--- src/psf_pkg.sv ---
// Purpose: constants for the status and flag register page
// Assumes: byte-wide register port, page held inside the block
// Notes: offsets are byte offsets within the selected page
package psf_pkg;
  localparam int ADDR_W = 8;
  localparam int DATA_W = 8;
  localparam int LIVE_W = 19;
  // register offsets within a page
  localparam logic [7:0] OFS_PAGE = 8'h01;
  localparam logic [7:0] OFS_PART_LO = 8'h02;
  localparam logic [7:0] OFS_PART_HI = 8'h03;
  localparam logic [7:0] OFS_GRADE = 8'h04;
  localparam logic [7:0] OFS_REVISION = 8'h05;
  localparam logic [7:0] OFS_TOOL0 = 8'h06;
  localparam logic [7:0] OFS_TOOL1 = 8'h07;
  localparam logic [7:0] OFS_TOOL2 = 8'h08;
  localparam logic [7:0] OFS_TEMP_GRADE = 8'h09;
  localparam logic [7:0] OFS_PACKAGE = 8'h0A;
  localparam logic [7:0] OFS_SLAVE_ADDR = 8'h0B;
  localparam logic [7:0] OFS_FAULT_LIVE = 8'h0C;
  localparam logic [7:0] OFS_INPUT_LIVE = 8'h0D;
  localparam logic [7:0] OFS_PLL_LIVE = 8'h0E;
  localparam logic [7:0] OFS_CAL_LIVE = 8'h0F;
  localparam logic [7:0] OFS_FAULT_FLAG = 8'h11;
  localparam logic [7:0] OFS_INPUT_FLAG = 8'h12;
  localparam logic [7:0] OFS_PLL_FLAG = 8'h13;
  localparam logic [7:0] OFS_CAL_FLAG = 8'h14;
  localparam logic [7:0] OFS_HOLD_CFG = 8'h16;
  localparam logic [7:0] OFS_FAULT_MASK = 8'h17;
  localparam logic [7:0] OFS_INPUT_MASK = 8'h18;
  localparam logic [7:0] OFS_PLL_MASK = 8'h19;
  localparam logic [7:0] OFS_CAL_MASK = 8'h1A;
  // implemented bits of each byte
  localparam logic [7:0] BITS_FAULT = 8'h2F;
  localparam logic [7:0] BITS_INPUT = 8'hFF;
  localparam logic [7:0] BITS_PLL = 8'h33;
  localparam logic [7:0] BITS_CAL = 8'h30;
  localparam logic [7:0] BITS_FAULT_MASK = 8'hEF;
  localparam logic [7:0] BITS_SLAVE_ADDR = 8'h7F;
  localparam logic [7:0] BITS_HOLD_CFG = 8'h03;
  // reset values
  localparam logic [7:0] RST_PAGE = 8'h00;
  localparam logic [7:0] RST_FAULT_MASK = 8'hC0;
  localparam logic [7:0] RST_MASK = 8'h00;
  localparam logic [7:0] RST_ZERO = 8'h00;
  localparam logic [7:0] RESERVED_MASK_BITS = 8'hC0;
  localparam logic [7:0] PAGE_ZERO = 8'h00;
  // field positions in the live status vector
  localparam int LV_CAL = 0;
  localparam int LV_REF_PIN = 1;
  localparam int LV_REF = 2;
  localparam int LV_REF_LOCK = 3;
  localparam int LV_TIMEOUT = 4;
  localparam int LV_LOS = 5;
  localparam int LV_OOF = 9;
  localparam int LV_UNLOCK = 13;
  localparam int LV_HOLD = 15;
  localparam int LV_PLL_CAL = 17;
endpackage

--- src/psf_status_page.sv ---
// Purpose: lowest register page with identity, live status, sticky flags and masks
// Assumes: the serial port front end delivers byte reads and writes on clk
// Notes: status inputs come from other domains and are filtered here
`timescale 1ns/10ps
module psf_status_page #(
  parameter logic [15:0] PART_NUMBER = 16'h1234, // arbitrary identity value
  parameter logic [7:0] GRADE_CODE = 8'h00, // arbitrary identity value
  parameter logic [7:0] REVISION_CODE = 8'h00, // arbitrary identity value
  parameter logic [7:0] TEMP_GRADE_CODE = 8'h00, // arbitrary identity value
  parameter logic [7:0] PACKAGE_CODE = 8'h00, // arbitrary identity value
  parameter logic [6:0] SLAVE_ADDR_RESET = 7'h68
) (
  input wire logic clk,
  input wire logic sys_rst,
  input wire logic [psf_pkg::ADDR_W-1:0] regAddr,
  input wire logic [psf_pkg::DATA_W-1:0] regWrData,
  input wire logic regWrEn,
  input wire logic regRdEn,
  output logic [psf_pkg::DATA_W-1:0] regRdData,
  output logic regRdValid,
  output logic [7:0] activePage,
  output logic [6:0] serialSlaveAddr,
  output logic [1:0] lockLossHoldoverConfig,
  output logic [23:0] configToolVersion,
  input wire logic deviceCalibrating,
  input wire logic referencePinSignalLoss,
  input wire logic referenceSignalLoss,
  input wire logic referenceLockProblem,
  input wire logic busTimeout,
  input wire logic [3:0] inputSignalLoss,
  input wire logic [3:0] inputOutOfFrequency,
  input wire logic [1:0] pllUnlocked,
  input wire logic [1:0] pllHoldover,
  input wire logic [1:0] pllCalibrating,
  output logic intrReq
);
  import psf_pkg::*;

  logic [LIVE_W-1:0] liveRaw;
  logic [LIVE_W-1:0] sync1_q, sync2_q, sync3_q, live_q, live_d;
  logic [7:0] page_q, page_d;
  logic [7:0] tool0_q, tool0_d, tool1_q, tool1_d, tool2_q, tool2_d;
  logic [6:0] slave_q, slave_d;
  logic [1:0] holdCfg_q, holdCfg_d;
  logic [7:0] faultMask_q, faultMask_d, inMask_q, inMask_d;
  logic [7:0] pllMask_q, pllMask_d, calMask_q, calMask_d;
  logic [7:0] faultFlag_q, faultFlag_d, inFlag_q, inFlag_d;
  logic [7:0] pllFlag_q, pllFlag_d, calFlag_q, calFlag_d;
  logic [7:0] faultLive, inLive, pllLive, calLive;
  logic [7:0] rdData_q, rdData_d;
  logic rdValid_q, rdValid_d;
  logic intr_q, intr_d;
  logic onPage0, wrPage;

  // write strobe for one offset of page zero
  function automatic logic hit(input logic en, input logic p0, input logic [7:0] a,
                               input logic [7:0] ofs);
    hit = en & p0 & (a == ofs);
  endfunction

  // sticky update: a live bit set wins over a write-zero clear
  function automatic logic [7:0] sticky(input logic [7:0] flag, input logic [7:0] live,
                                        input logic clr, input logic [7:0] wd,
                                        input logic [7:0] bits);
    logic [7:0] keep;
    keep = clr ? (flag & wd) : flag;
    sticky = (keep | live) & bits;
  endfunction

  // gather the asynchronous status inputs into one vector
  assign liveRaw = {pllCalibrating, pllHoldover, pllUnlocked, inputOutOfFrequency,
                    inputSignalLoss, busTimeout, referenceLockProblem, referenceSignalLoss,
                    referencePinSignalLoss, deviceCalibrating};

  // filtered value moves only where second and third stages agree
  always_comb begin
    live_d = (sync2_q & ~(sync2_q ^ sync3_q)) | (live_q & (sync2_q ^ sync3_q));
  end

  // three-stage synchroniser and filtered status
  always_ff @(posedge clk) begin
    if (sys_rst) begin
      sync1_q <= '0;
      sync2_q <= '0;
      sync3_q <= '0;
      live_q <= '0;
    end else begin
      sync1_q <= liveRaw;
      sync2_q <= sync1_q;
      sync3_q <= sync2_q;
      live_q <= live_d;
    end
  end

  // live status bytes, no latching on these
  assign faultLive = {2'b00, live_q[LV_TIMEOUT], 1'b0, live_q[LV_REF_LOCK],
                      live_q[LV_REF], live_q[LV_REF_PIN], live_q[LV_CAL]};
  assign inLive = {live_q[LV_OOF +: 4], live_q[LV_LOS +: 4]};
  assign pllLive = {2'b00, live_q[LV_HOLD +: 2], 2'b00, live_q[LV_UNLOCK +: 2]};
  assign calLive = {2'b00, live_q[LV_PLL_CAL +: 2], 4'h0};

  // page select answers at offset 01 on every page
  assign wrPage = regWrEn & (regAddr == OFS_PAGE);
  assign onPage0 = (page_q == PAGE_ZERO);

  // next values of the software-written registers
  always_comb begin
    page_d = wrPage ? regWrData : page_q;
    tool0_d = hit(regWrEn, onPage0, regAddr, OFS_TOOL0) ? regWrData : tool0_q;
    tool1_d = hit(regWrEn, onPage0, regAddr, OFS_TOOL1) ? regWrData : tool1_q;
    tool2_d = hit(regWrEn, onPage0, regAddr, OFS_TOOL2) ? regWrData : tool2_q;
    // slave address holds bits 6:0 only
    slave_d = hit(regWrEn, onPage0, regAddr, OFS_SLAVE_ADDR) ? regWrData[6:0] : slave_q;
    holdCfg_d = hit(regWrEn, onPage0, regAddr, OFS_HOLD_CFG) ? regWrData[1:0] : holdCfg_q;
    faultMask_d = hit(regWrEn, onPage0, regAddr, OFS_FAULT_MASK) ?
                  (regWrData & BITS_FAULT_MASK) : faultMask_q;
    inMask_d = hit(regWrEn, onPage0, regAddr, OFS_INPUT_MASK) ? regWrData : inMask_q;
    pllMask_d = hit(regWrEn, onPage0, regAddr, OFS_PLL_MASK) ?
                (regWrData & BITS_PLL) : pllMask_q;
    calMask_d = hit(regWrEn, onPage0, regAddr, OFS_CAL_MASK) ?
                (regWrData & BITS_CAL) : calMask_q;
  end

  // control registers
  always_ff @(posedge clk) begin
    if (sys_rst) begin
      page_q <= RST_PAGE;
      tool0_q <= RST_ZERO;
      tool1_q <= RST_ZERO;
      tool2_q <= RST_ZERO;
      slave_q <= SLAVE_ADDR_RESET;
      holdCfg_q <= 2'b00;
      faultMask_q <= RST_FAULT_MASK;
      inMask_q <= RST_MASK;
      pllMask_q <= RST_MASK;
      calMask_q <= RST_MASK;
    end else begin
      page_q <= page_d;
      tool0_q <= tool0_d;
      tool1_q <= tool1_d;
      tool2_q <= tool2_d;
      slave_q <= slave_d;
      holdCfg_q <= holdCfg_d;
      faultMask_q <= faultMask_d;
      inMask_q <= inMask_d;
      pllMask_q <= pllMask_d;
      calMask_q <= calMask_d;
    end
  end

  // sticky flags: set by live bits, cleared by writing zero
  always_comb begin
    faultFlag_d = sticky(faultFlag_q, faultLive,
                         hit(regWrEn, onPage0, regAddr, OFS_FAULT_FLAG), regWrData, BITS_FAULT);
    inFlag_d = sticky(inFlag_q, inLive,
                      hit(regWrEn, onPage0, regAddr, OFS_INPUT_FLAG), regWrData, BITS_INPUT);
    pllFlag_d = sticky(pllFlag_q, pllLive,
                       hit(regWrEn, onPage0, regAddr, OFS_PLL_FLAG), regWrData, BITS_PLL);
    calFlag_d = sticky(calFlag_q, calLive,
                       hit(regWrEn, onPage0, regAddr, OFS_CAL_FLAG), regWrData, BITS_CAL);
  end

  // flag registers
  always_ff @(posedge clk) begin
    if (sys_rst) begin
      faultFlag_q <= RST_ZERO;
      inFlag_q <= RST_ZERO;
      pllFlag_q <= RST_ZERO;
      calFlag_q <= RST_ZERO;
    end else begin
      faultFlag_q <= faultFlag_d;
      inFlag_q <= inFlag_d;
      pllFlag_q <= pllFlag_d;
      calFlag_q <= calFlag_d;
    end
  end

  // interrupt from unmasked latched flags
  always_comb begin
    intr_d = |((faultFlag_q & ~faultMask_q) | (inFlag_q & ~inMask_q) |
               (pllFlag_q & ~pllMask_q) | (calFlag_q & ~calMask_q));
  end

  // read data mux; other pages show only the page select
  always_comb begin
    rdData_d = rdData_q;
    rdValid_d = regRdEn;
    if (regRdEn) begin
      rdData_d = RST_ZERO;
      if (regAddr == OFS_PAGE) begin
        rdData_d = page_q;
      end else if (onPage0) begin
        case (regAddr)
          OFS_PART_LO: rdData_d = PART_NUMBER[7:0];
          OFS_PART_HI: rdData_d = PART_NUMBER[15:8];
          OFS_GRADE: rdData_d = GRADE_CODE;
          OFS_REVISION: rdData_d = REVISION_CODE;
          OFS_TOOL0: rdData_d = tool0_q;
          OFS_TOOL1: rdData_d = tool1_q;
          OFS_TOOL2: rdData_d = tool2_q;
          OFS_TEMP_GRADE: rdData_d = TEMP_GRADE_CODE;
          OFS_PACKAGE: rdData_d = PACKAGE_CODE;
          OFS_SLAVE_ADDR: rdData_d = {1'b0, slave_q};
          OFS_FAULT_LIVE: rdData_d = faultLive;
          OFS_INPUT_LIVE: rdData_d = inLive;
          OFS_PLL_LIVE: rdData_d = pllLive;
          OFS_CAL_LIVE: rdData_d = calLive;
          OFS_FAULT_FLAG: rdData_d = faultFlag_q;
          OFS_INPUT_FLAG: rdData_d = inFlag_q;
          OFS_PLL_FLAG: rdData_d = pllFlag_q;
          OFS_CAL_FLAG: rdData_d = calFlag_q;
          OFS_HOLD_CFG: rdData_d = {6'h00, holdCfg_q};
          OFS_FAULT_MASK: rdData_d = faultMask_q;
          OFS_INPUT_MASK: rdData_d = inMask_q;
          OFS_PLL_MASK: rdData_d = pllMask_q;
          OFS_CAL_MASK: rdData_d = calMask_q;
          default: rdData_d = RST_ZERO;
        endcase
      end
    end
  end

  // read answer and interrupt registers
  always_ff @(posedge clk) begin
    if (sys_rst) begin
      rdData_q <= RST_ZERO;
      rdValid_q <= 1'b0;
      intr_q <= 1'b0;
    end else begin
      rdData_q <= rdData_d;
      rdValid_q <= rdValid_d;
      intr_q <= intr_d;
    end
  end

  // outputs
  assign regRdData = rdData_q;
  assign regRdValid = rdValid_q;
  assign activePage = page_q;
  assign serialSlaveAddr = slave_q;
  assign lockLossHoldoverConfig = holdCfg_q;
  assign configToolVersion = {tool2_q, tool1_q, tool0_q};
  assign intrReq = intr_q;
endmodule

--- config.mk ---
export PLATFORM = sky130hd
export DESIGN_NAME = psf_status_page
export DESIGN_NICKNAME = d
export VERILOG_FILES = /design/src/psf_pkg.sv /design/src/psf_status_page.sv
export SDC_FILE = /design/constraint.sdc
export NUM_CORES = 1
export LEC_CHECK = 0
export BUFFER_PORTS_ARGS = -buffer_cell sky130_fd_sc_hd__buf_2
export CAP_MARGIN = 25
export CORE_MARGIN = 1
export CORE_UTILIZATION = 45
export CTS_BUF_LIST = sky130_fd_sc_hd__clkbuf_16
export CTS_CLUSTER_DIAMETER = 120
export DETAILED_ROUTE_END_ITERATION = 8
export HOLD_SLACK_MARGIN = 0.03
export PLACE_DENSITY_LB_ADDON = 0.05
export SLEW_MARGIN = 0
export SYNTH_ARGS = -nofsm -noshare
export SYNTH_HDL_FRONTEND = slang
export SYNTH_SLANG_ARGS = --single-unit
export TNS_END_PERCENT = 100
--- constraint.sdc ---
create_clock -name clk -period 2.06 [get_ports clk]
set_input_delay 0.309 -clock clk [delete_from_list [all_inputs] [get_ports clk]]
set_output_delay 0.309 -clock clk [all_outputs]
set_load 0.005 [all_outputs]
Word-level counts from Yosys, hierarchy flattened
Cells that the tools add are included.

cells by class
  eq/ne operators = 20
  muxes and demuxes = 7
  reductions and logical operators = 2
  bitwise operators = 39

operator list
  operator                                       number
  one-hot mux 8 bit (19 select lines)            1
  == test 8 x 5 -> 1 bit, second input constant  9
  == test 8 x 4 -> 1 bit, second input constant  6
  bitwise AND 19 bit                             2
  OR 8 bit                                       4
  bitwise AND 6 x 8 -> 8 bit                     3
  two-way mux 8 bit                              3
  NOT 19 bit                                     1
  OR 19 bit                                      1
  XOR 19 bit                                     1
  bitwise AND 6 bit                              3
  two-way mux 6 bit                              3
  OR 6 bit                                       3
  bitwise AND 8 bit                              2
  == test 8 x 2 -> 1 bit, second input constant  2
  == test 8 x 3 -> 1 bit, second input constant  2
  NOT 6 -> 8 bit                                 2
  NOT 8 bit                                      2
  bitwise AND 1 bit                              15
  == test 8 x 1 -> 1 bit, second input constant  1
  logical NOT 8 bit                              1
  OR reduction 8 bit                             1

storage, ports and cells
  output and inout bits = 51
  word-level logic and storage cells = 89
  register bits = 167
  input bits = 39

Logic depth before layout (Yosys ltp)
  depth in word-level cells = 6
  mapped depth = 8
  depth with buffers taken out = 6

Worst setup path after synthesis
OpenSTA, ideal clock, no wires.

  path kind = register to register
  start = reg page_q[3] (netlist: activePage[3])
  end = reg tool2_q[0]
  buffers on the path = 0
  slack = 0.175 ns
  data arrival time = 1.758 ns
  period minus slack after synthesis = 1.885 ns
  library setup time = 0.128 ns
  required time = 1.932 ns
  cell stages (with the launch flop) = 7
  cells stage by stage = dfxtp_1 nor4_2 nand3_2 nand3b_4 nor3_4 mux2i_1 nor2_1

between the ends
  cells in the longest elaborated chain, start to end = 3

ends and longest elaborated chain
  item                             line                    text
  from (decl)                      psf_status_page.sv:41   logic [7:0] page_q, page_d;
  from (signal assigned)           psf_status_page.sv:138  page_q <= page_d;
  logical NOT 8 bit                psf_status_page.sv:104  assign onPage0 = (page_q == PAGE_ZERO);
  bitwise AND 1 bit (2 in series)  psf_status_page.sv:58   hit = en & p0 & (a == ofs);
  to (signal assigned)             psf_status_page.sv:141  tool2_q <= tool2_d;
  to (decl)                        psf_status_page.sv:42   logic [7:0] tool0_q, tool0_d, tool1_q, tool1_d, tool2_q, tool2_d;

No other way between the ends.
A chain may end at the register's enable or synchronous reset.

Worst setup path in the final report
  start = reg page_q[3] (netlist: activePage[3])
  end = reg calFlag_q[5]

between the ends
  cells in the longest elaborated chain, start to end = 5

ends and longest elaborated chain
  item                             line                    text
  logical NOT 8 bit                psf_status_page.sv:104
  bitwise AND 1 bit (2 in series)  psf_status_page.sv:58
  two-way mux 6 bit                psf_status_page.sv:66   keep = clr ? (flag & wd) : flag;
  OR 6 bit                         psf_status_page.sv:67   sticky = (keep | live) & bits;
  to (signal assigned)             psf_status_page.sv:174  calFlag_q <= calFlag_d;
  to (decl)                        psf_status_page.sv:48   logic [7:0] pllFlag_q, pllFlag_d, calFlag_q, calFlag_d;

No other way between the ends.

==> flow_summary.ini <==
[floorplan]
fp.dieH_um = 124.7
die_x_um = 124.7
core_um2 = 14590
fp-row-count = 44
die_area_um2 = 15560
initial_utilization_pct = 46.47
io_pins = 90

[cts]
cts_buffers = 17
clk_pin_slew_ns = 0.07
insertion_delay_ns = 0.43
clk_path_buf_depth = 2
clkSinkCount = 167
htree_levels = 4
clock-root-buffer = clkbuf_16
cts_setup_buffers = 0
cts_tree = yes

[worst_hold_path]
min_path_type = input pin to register
hp-start = inputSignalLoss[2]
holdPathEnd = sync1_q[7]
holdPathStages = 2

[run]
cap_viol_max_count = 0

[worst_setup_path]
crit_type = register to register
crit_chain = nor4_4 -> nand3_2 -> buf_4 -> nand2b_1 -> or3_4 -> o21ai_0 -> a21oi_1
cpLargestDelayFamily = simple AND/OR/NAND/NOR gates
r2r_end = calFlag_q[5]
worst_r2r_startpoint = activePage[3]
cp.required_ns = 2.37
crit_slowest_cell = or3_4
cp-start-kind = register
rrSetupSlack_ns = 0.1
cp_data_arrival_time_ns = 2.28
setup.worst_path.end_class = register
crit_buf_inv = 1
cp_max_fo = 6
slowest_delay_ns = 0.38
r2r_cells = 7

[placed_design]
io_buffers = 89
placed_area_um2 = 7973
place_ws_ns = -0.06042
globalplace.congestion = 0.9532
place_hpwl_um = 16120

[finish]
fill_cells = 1313
register_area_um2 = 3343
design_area_um2 = 8569
final_layout_size_suffix_gt1_share_pct = 25.51
layout_commonest_cell = dfxtp_1
final_cell_mix = dfxtp_1, buf_2, buf_4
num_antenna_cells = 0
area_delta_synth_final_pct = 26.41
nNetsFinal = 916
multiInputGateArea_um2 = 3126

[timing]
tns_ns = 0
maxSlewViolCount = 0
fin_crit_ns = 1.964
fin_crit_sh_pct = 95.34
setup_ws_ns = 0.09598
setup_viol = 0
fin_worst_skew_ns = 0.01185
hold_viol = 0
max_freq_ghz = 0.5092
rsz0062_at_grt = no
hold_slack_ns = 0.08506
tightest_slew_ns = 0.7181
slew_headroom_pct = 52.13

[power]
p_int_mw = 5.044
design_power_total_mw = 6.763
p_clk_share_pct = 44.9
swShare_pct = 25.41
power_density_nw_per_um2 = 789.2
ir_drop_v = 0.0005526
leakage_nw = 3.398
switchingPower_mw = 1.718
p_comb_share_pct = 6.3
power_frac_seq_pct = 48.9

[synthesis]
ys_async_sr_fraction_pct = 0
syn-num-nets = 767
syn_area_um2 = 6779
syn_area_per_cell_um2 = 9.312
synth-seq-area-share_pct = 49.32
synth_flop_cell = dfxtp_1
ys.warnings.count = 0
yosysTopAreaCell = dfxtp_1
synth_cells = 728
ys_ff_latch = 167
yosys.cell_types.count = 62
ys_top_cells_by_area = dfxtp_1, mux2i_1, nor2b_1
synth_edf_count = 0
synth.top_cell.area_share_pct = 49.32

[route]
drtPass1Iterations = 5
drcViolationCount = 0
via_per_inst = 5.556
post_drt_wl_per_cell_um = 20.06
ant_nets = 0
drt_iter0_drc = 376
via_count = 5967
wl_um = 21540

[grt]
grt_max_degree = 63
overflow = 0
grt.total_usage_pct = 28.09
grt_pass1_vias = 5692
antenna_found_initial = 1
grt_pass1_wl_um = 32890

[outcome]
status = finished, final reports clean
worst register-to-register path, cell delays in order (launching register included):
cell and delay, ns:
dfxtp_1 0.33, nor4_4 0.35, nand3_2 0.10, buf_4 0.18
nand2b_1 0.22, or3_4 0.38, o21ai_0 0.19, a21oi_1 0.09
power by group through the flow:
stage / combinational (mW) / sequential, mW / clock, mW
5_1_grt: 0.451 / 3.31 / 3.23
6_report: 0.425 / 3.30 / 3.03
4_1_cts: 0.420 / 3.30 / 3.09
2_1_floorplan: 0.207 / 3.37 / 0
3_3_place_gp: 0.418 / 3.38 / 0
3_5_place_dp: 0.418 / 3.38 / 0
synth_stat cells (all sizes together) (2+ instances only):
library cell,n
dfxtp,167
nor2,77
nor2b,70
mux2i,62
a21oi,52
o21ai,42
inv,40
nand2,39
clkbuf,29
buf,14
o22ai,14
a22o,11
a22oi,10
and3,9
nand3,9
nor3,8
a32oi,7
nand2b,7
a211o,5
nand3b,5
nor4,5
a2111oi,4
a311oi,4
a31oi,4
nand4,4
a21boi,2
a221oi,2
and3b,2
mux2,2
o221ai,2
o31ai,2
metrics by stage:
| step | std cells | util (%) |
|---|---|---|
| 5_1_grt | 1074 | 58.74 |
| 3_3_place_gp | 1042 | 54.65 |
| 4_1_cts | 1074 | 58.53 |
| 2_1_floorplan | 728 | - |
| 3_5_place_dp | 1042 | 54.65 |
| 6_report | 1074 | 58.74 |
cell type report:
class / count / share of cell area [%]
Multi-Input combinational cell: 478 / 36.47
Clock buffer: 17 / 4.964
Clock inverter: 15 / 1.650
Timing Repair Buffer: 173 / 13.46
Sequential cell: 167 / 39.01
Tap cell: 184 / 2.687
Inverter: 40 / 1.752
worst max-delay path by stage:
stage | startpoint | to | depth (start not counted)
global route | activePage[3] | tool1_q[7] | 8
CTS | activePage[3] | calFlag_q[5] | 7
floorplan | activePage[3] | tool2_q[0] | 6
global placement | regAddr[5] | calFlag_q[5] | 8
finish | activePage[3] | calFlag_q[5] | 7
detailed placement | regAddr[5] | tool1_q[7] | 8
routing by layer:
layer / wire length (um) / part of all wire (%) / track usage, % / vias to the layer above
met5: 0 / 0 / 0 / -
met4: 779 / 3.6 / 12.33 / 0
met3: 1249 / 5.8 / 5.971 / 47
met2: 9926 / 46 / 44.65 / 220
met1: 9587 / 45 / 36.61 / 2857
li1: - / - / - / 2843
kinds of logic (layout without fill, tap and decap cells):
family | after synthesis | after routing | synth area share (%)
AOI/OAI and AO/OA | 172 | 172 | 16.30
buffers and inverters | 83 | 245 | 5.020
DFF | 167 | 167 | 49.32
muxes | 64 | 64 | 9.487
and+or+nand+nor | 242 | 242 | 19.88
repair_timing:
| action | 4_1_cts | 5_1_grt |
|---|---|---|
| endpoints found under the hold margin | 0 | 0 |
| hold buffers | 0 | 0 |
| resized for setup | 0 | 5 |
| setup endpoints to repair | 0 | 22 |
(Power assumes the default switching activity.)
